### src/logic/atd_defines.svh
`ifndef ATD_DEFINES_SVH
`define ATD_DEFINES_SVH

// ----------------------------------------
// Register indices, byte address = index * 4
// ----------------------------------------
`define ATD_IDX_GAIN_A 10'h07a
`define ATD_IDX_GAIN_B 10'h07b
`define ATD_IDX_REF 10'h07c
`define ATD_IDX_TERM_A 10'h07e
`define ATD_IDX_TERM_B 10'h07f
`define ATD_IDX_NOISE 10'h09d

// ----------------------------------------
// Field positions
// ----------------------------------------
`define ATD_NOISE_ON_BIT 0
`define ATD_NOISE_LEVEL_BIT 1
`define ATD_ROUND_TARGET_BIT 2
`define ATD_REF_TRIM_MSB 3
`define ATD_REF_RSVD_LSB 4

// ----------------------------------------
// Reset values
// ----------------------------------------
`define ATD_NOISE_RESET 8'h01
`define ATD_REF_RSVD_RESET 4'h0
`define ATD_PRE_LOAD 8'h00
`define ATD_RDATA_RESET 32'h0000_0000

`endif

### src/logic/atd_pkg.sv
package atd_pkg;

	// ----------------------------------------
	// Sequencer states, Gray coded
	// ----------------------------------------
	typedef enum logic [0:0] {
		ATD_ST_LOAD = 1'h0,
		ATD_ST_RUN = 1'h1
	} atd_state_t;

	// ----------------------------------------
	// Factory trim values from fuse storage
	// ----------------------------------------
	typedef struct packed {
		logic [7:0] gain_a;
		logic [7:0] gain_b;
		logic [3:0] ref_trim;
		logic [7:0] term_a;
		logic [7:0] term_b;
	} atd_fuse_t;

	// ----------------------------------------
	// Controls to the analog circuitry
	// ----------------------------------------
	typedef struct packed {
		logic [7:0] gain_adjust_chan_a;
		logic [7:0] gain_adjust_chan_b;
		logic [3:0] reference_voltage_adjust;
		logic [7:0] termination_adjust_chan_a;
		logic [7:0] termination_adjust_chan_b;
		logic noise_injection_on;
		logic noise_injection_level;
		logic rounding_error_target;
	} atd_ctrl_t;

	// ----------------------------------------
	// Register bank contents
	// ----------------------------------------
	typedef struct packed {
		logic [7:0] gain_a;
		logic [7:0] gain_b;
		logic [7:0] ref_adj;
		logic [7:0] term_a;
		logic [7:0] term_b;
		logic [7:0] noise;
	} atd_regs_t;

	// ----------------------------------------
	// Whole module state
	// ----------------------------------------
	typedef struct packed {
		atd_state_t st;
		atd_regs_t regs;
		logic [31:0] prdata;
		logic pslverr;
		logic acc;
	} atd_all_t;

endpackage

### src/logic/atd_trim_regs.sv
// Decided for this implementation: the APB register port.
`timescale 1ns/1ps
`include "atd_defines.svh"

// What this block does
// - After reset each trim register loads fuse values; stays readable and writable
// - Eight-bit read-write gain trim for channel A drives its gain
// - Eight-bit read-write gain trim for channel B drives its gain
// - Reference trim in bits 3-0; bits 7-4 reserved read-write, reset zero
// - Eight-bit read-write termination trim for channel A
// - Eight-bit read-write termination trim for channel B
// - Noise control bit 0 enables dither, resets to one
// - Noise control bit 1 picks dither amplitude, zero small, resets zero
// - Noise control bit 2 picks where rounding error goes, resets zero
// - Noise control resets to 0x01; bits 7-3 reserved read-write zero
module atd_trim_regs (
	// Clock and reset
	input wire logic clock,
	input wire logic nrst,
	// APB slave
	input wire logic [11:0] paddr,
	input wire logic psel,
	input wire logic penable,
	input wire logic pwrite,
	input wire logic [31:0] pwdata,
	input wire logic [3:0] pstrb,
	output logic pready,
	output logic [31:0] prdata,
	output logic pslverr,
	// Fuse storage
	input wire atd_pkg::atd_fuse_t fuse_in,
	// Analog controls
	output atd_pkg::atd_ctrl_t ctrl_out
);

	// ----------------------------------------
	// State
	// ----------------------------------------
	atd_pkg::atd_all_t q;
	atd_pkg::atd_all_t d;
	logic hit;
	logic [7:0] rd_val;
	logic wr_fire;

	// ----------------------------------------
	// Handshake
	// ----------------------------------------
	assign pready = penable & q.acc;
	assign wr_fire = psel & pready & pwrite & pstrb[0];
	assign prdata = q.prdata;
	assign pslverr = q.pslverr;

	// ----------------------------------------
	// Address decode
	// ----------------------------------------
	always_comb begin
		hit = 1'h1;
		rd_val = `ATD_PRE_LOAD;
		if (paddr == {`ATD_IDX_GAIN_A, 2'h0}) begin
			rd_val = q.regs.gain_a;
		end else if (paddr == {`ATD_IDX_GAIN_B, 2'h0}) begin
			rd_val = q.regs.gain_b;
		end else if (paddr == {`ATD_IDX_REF, 2'h0}) begin
			rd_val = q.regs.ref_adj;
		end else if (paddr == {`ATD_IDX_TERM_A, 2'h0}) begin
			rd_val = q.regs.term_a;
		end else if (paddr == {`ATD_IDX_TERM_B, 2'h0}) begin
			rd_val = q.regs.term_b;
		end else if (paddr == {`ATD_IDX_NOISE, 2'h0}) begin
			rd_val = q.regs.noise;
		end else begin
			hit = 1'h0;
		end
	end

	// ----------------------------------------
	// Next state
	// ----------------------------------------
	always_comb begin
		d = q;
		d.acc = psel & (q.st == atd_pkg::ATD_ST_RUN) & ~pready;
		// Capture read data ahead of the answer
		if (psel && !pready) begin
			d.prdata = {24'h00_0000, rd_val};
			d.pslverr = ~hit;
		end
		case (q.st)
			atd_pkg::ATD_ST_LOAD: begin
				// Factory values once after reset
				d.regs.gain_a = fuse_in.gain_a;
				d.regs.gain_b = fuse_in.gain_b;
				d.regs.ref_adj = {`ATD_REF_RSVD_RESET,
					fuse_in.ref_trim};
				d.regs.term_a = fuse_in.term_a;
				d.regs.term_b = fuse_in.term_b;
				d.st = atd_pkg::ATD_ST_RUN;
			end
			atd_pkg::ATD_ST_RUN: begin
				if (wr_fire && hit) begin
					if (paddr == {`ATD_IDX_GAIN_A, 2'h0}) begin
						d.regs.gain_a = pwdata[7:0];
					end else if (paddr == {`ATD_IDX_GAIN_B, 2'h0}) begin
						d.regs.gain_b = pwdata[7:0];
					end else if (paddr == {`ATD_IDX_REF, 2'h0}) begin
						d.regs.ref_adj = pwdata[7:0];
					end else if (paddr == {`ATD_IDX_TERM_A, 2'h0}) begin
						d.regs.term_a = pwdata[7:0];
					end else if (paddr == {`ATD_IDX_TERM_B, 2'h0}) begin
						d.regs.term_b = pwdata[7:0];
					end else begin
						d.regs.noise = pwdata[7:0];
					end
				end
			end
			default: begin
				d.st = atd_pkg::ATD_ST_LOAD;
			end
		endcase
	end

	// ----------------------------------------
	// Registers
	// ----------------------------------------
	always_ff @(posedge clock or negedge nrst) begin
		if (!nrst) begin
			q.st <= atd_pkg::ATD_ST_LOAD;
			q.regs.gain_a <= `ATD_PRE_LOAD;
			q.regs.gain_b <= `ATD_PRE_LOAD;
			q.regs.ref_adj <= `ATD_PRE_LOAD;
			q.regs.term_a <= `ATD_PRE_LOAD;
			q.regs.term_b <= `ATD_PRE_LOAD;
			q.regs.noise <= `ATD_NOISE_RESET;
			q.prdata <= `ATD_RDATA_RESET;
			q.pslverr <= 1'h0;
			q.acc <= 1'h0;
		end else begin
			q <= d;
		end
	end

	// ----------------------------------------
	// Analog controls
	// ----------------------------------------
	always_comb begin
		ctrl_out.gain_adjust_chan_a = q.regs.gain_a;
		ctrl_out.gain_adjust_chan_b = q.regs.gain_b;
		ctrl_out.reference_voltage_adjust =
			q.regs.ref_adj[`ATD_REF_TRIM_MSB:0];
		ctrl_out.termination_adjust_chan_a = q.regs.term_a;
		ctrl_out.termination_adjust_chan_b = q.regs.term_b;
		ctrl_out.noise_injection_on =
			q.regs.noise[`ATD_NOISE_ON_BIT];
		ctrl_out.noise_injection_level =
			q.regs.noise[`ATD_NOISE_LEVEL_BIT];
		ctrl_out.rounding_error_target =
			q.regs.noise[`ATD_ROUND_TARGET_BIT];
	end
endmodule

### config.mk
export PLATFORM = sky130hd
export DESIGN_NAME = atd_trim_regs
export DESIGN_NICKNAME = d
export VERILOG_FILES = /design/src/logic/atd_pkg.sv /design/src/logic/atd_trim_regs.sv
export VERILOG_INCLUDE_DIRS = /design/src /design/src/logic
export SDC_FILE = /design/constraint.sdc
export NUM_CORES = 1
export LEC_CHECK = 0
export ABC_CLOCK_PERIOD_IN_PS = 1600
export CAP_MARGIN = 10
export CORE_MARGIN = 2
export CORE_UTILIZATION = 45
export DETAILED_ROUTE_END_ITERATION = 8
export DONT_BUFFER_PORTS = 1
export SLEW_MARGIN = 20
export SYNTH_ARGS = -nofsm -noshare
export SYNTH_HDL_FRONTEND = slang
export SYNTH_SLANG_ARGS = --single-unit
### constraint.sdc
create_clock -name clock -period 1.6 [get_ports clock]
set_clock_uncertainty 0.05 [all_clocks]
set_input_delay 0.4 -clock clock [delete_from_list [all_inputs] [get_ports clock]]
set_output_delay 0.4 -clock clock [all_outputs]
set_load 0.005 [all_outputs]
==> flow_summary.yaml <==
run_status:
  status: "finished, violations left"
  violations: "hold timing"
global_routing:
  antenna_found_initial: 0
  overflow: 0
  grt_pass1_wl_mm: 14.49
  grt_use_total_pct: 21.79
  grt_pass1_vias: 2579
  grt_max_degree: 60
clock_network:
  clk_pin_slew_ns: 0.07
  cts_tree: "yes"
  htree_levels: 3
  cts_sinks: 59
  clockRootBuffer: "clkbuf_8"
  cts_buffers: 9
  clk_path_buf_depth: 2
  clk-insertion-delay-late_ns: 0.33
critical_path:
  start_kind: "register"
  critPathTopFamily: "compound AO/OA/AOI/OAI gates"
  cp.depth: 7
  required_ns: 1.77
  r2r_cells: 7
  path_class: "register to register"
  crit_slowest_cell: "dfrtp_1"
  timing.rr.start: "q[0]"
  slowest_delay_ns: 0.33
  r2r_slack_ns: 0.03
  end_kind: "register"
  path_max_fanout: 4
  r2r-end: "ctrl_out[3]"
  crit_buf_inv: 2
  critPathArrivalTime_ns: 1.74
  crit_end: "ctrl_out[3]"
  cp_cell_sequence: "nand2_2 -> inv_4 -> and2_1 -> a41oi_2 -> buf_4 -> and2_0 -> a221o_1"
  startpoint: "q[0]"
place:
  gp_congestion: 0.9171
  io_buffers: 0
  placed_cell_area_mm2: 0.003705
  place_hpwl_mm: 7.247
floorplan:
  ios: 162
  core-area_mm2: 0.008134
  dieArea_mm2: 0.009062
  initial_utilization_pct: 46.01
  die_h_um: 95.20
  rows: 33
  die-width_um: 95.20
cells_and_area:
  fillCellCount: 754
  finalInstanceArea_mm2: 0.003974
  regArea_mm2: 0.001479
  mostFrequentLayoutCell: "dfrtp_1"
  layout_common_cells: "dfrtp_1, a21oi_1, nor2_1"
  final_util_pct: 48.85
  antennaDiodeCount: 0
  final_layout_size_suffix_gt1_share_pct: 23.53
  synthToLayoutAreaGrowth_pct: 6.185
  nets: 458
  multiInputGateArea_mm2: 0.001834
drt:
  drc_errors: 0
  wl_per_cell_um: 20.40
  drt_iter0_markers: 140
  drt_pass1_iterations: 4
  vias: 2674
  via_per_inst: 5.582
  wl_mm: 9.772
  ant_nets: 0
logic_synthesis:
  avgSynthCellArea_um2: 9.498
  synthArstFlopShare_pct: 100.0
  synth_seq_cells: 59
  synth-edff-count: 0
  syn_area_mm2: 0.003742
  ys_warn_count: 0
  yosysSeqAreaShare_pct: 39.49
  syn_inst: 394
  ys.flop_type: "dfrtp_1"
  synthDistinctLibCells: 49
power_and_ir_drop:
  ir_drop_v: 0.0004121
  power_density_mw_per_mm2: 905.2
  cellLeakagePower_nw: 1.722
sta:
  rsz0062_at_grt: "yes"
  timing.hold.ws_ns: -0.2988
  finalSetupTns_ns: 0
  drv_slew: 0
  max_freq_ghz: 0.6387
  finalSetupViolCount: 0
  post-route-min-period_ns: 1.566
  hold_viol: 59
  fin_crit_sh_pct: 97.86
hold_path:
  hp-class: "input pin to async pin"
job:
  maxCapViolCount: 0
## power by group
group | switching, W | internal (W)
clock network | 0.000594 | 0.000960
logic | 0.000181 | 0.000168
registers | 0.000106 | 0.00159
## Yosys cell counts, types with 5 or more instances
cell | instances | share of area, %
nand3_1 | 10 | 1.3
clkbuf_1 | 12 | 1.2
mux2_1 | 8 | 2.4
a221o_1 | 12 | 3.2
nand2_1 | 27 | 2.7
buf_2 | 5 | 0.67
mux2i_1 | 27 | 7.2
dfrtp_1 | 58 | 39
o21ai_0 | 6 | 0.80
inv_1 | 7 | 0.70
nor2_1 | 34 | 3.4
a21oi_1 | 36 | 4.8
mux2_2 | 5 | 1.5
a32oi_1 | 8 | 1.9
o31a_1 | 6 | 1.4
buf_4 | 72 | 14
nor2b_1 | 7 | 1.2
## stage by stage
stage          setup slack (ns)  cells  total power, W
4_1_cts                -0.01075    479        0.003632
2_1_floorplan           -0.3109    417        0.002145
3_5_place_dp            -0.4100    463        0.002062
6_report                0.03430    479        0.003597
5_1_grt                -0.05330    479        0.003761
3_3_place_gp            -0.3957    463        0.002051
## what timing repair did
item | in CTS | in global routing
endpoints found under the hold margin | 59 | 59
pin swaps | 2 | 6
setup endpoints to repair | 25 | 34
gates resized for setup | 6 | 9
buffers inserted | 0 | 1
## metal layers
layer  track usage (%)  wire, µm
met5                 0         0
met1             28.50      4064
met3             6.957       964
met2             34.15      4643
met4             7.367        99
## final cells by class
| type | count | share of cell area (%) |
|---|---|---|
| clock inverters | 4 | 1.826 |
| inverters | 8 | 0.8186 |
| multi-input cells | 260 | 46.16 |
| clock buffers | 12 | 3.904 |
| well taps | 105 | 3.306 |
| flip-flops and latches | 59 | 37.22 |
| repair buffers | 31 | 6.770 |
## worst min-delay path by stage
stage	start	endpoint	slack [ns]	cells past startpoint
final	nrst	ctrl_out[35]	-0.30	0
after global routing	nrst	ctrl_out[35]	-0.31	0
after CTS	nrst	ctrl_out[16]	-0.31	0
after detailed placement	nrst	ctrl_out[34]	0.06	0
after global placement	nrst	q[0]	0.06	0
after floorplan	nrst	ctrl_out[0]	0.05	0
## registers in the layout, summed over array words and instances, names as in the netlist
signal	flops
ctrl_out	39
q	11
pslverr	1
prdata	8
## cell families after synthesis
kind of cell | Yosys count | synth area share (%)
and+or+nand+nor | 114 | 16.72
buffers and inverters | 98 | 17.42
AOI/OAI and AO/OA | 81 | 15.05
DFF | 59 | 39.49
muxes | 40 | 11.13
other | 2 | 0.2007
## worst register-to-register path: stages, from the launching register on
cell	delay [ns]
dfrtp_1	0.33
nand2_2	0.08
inv_4	0.10
and2_1	0.16
a41oi_2	0.17
buf_4	0.18
and2_0	0.13
a221o_1	0.26
(Power assumes the default switching activity.)
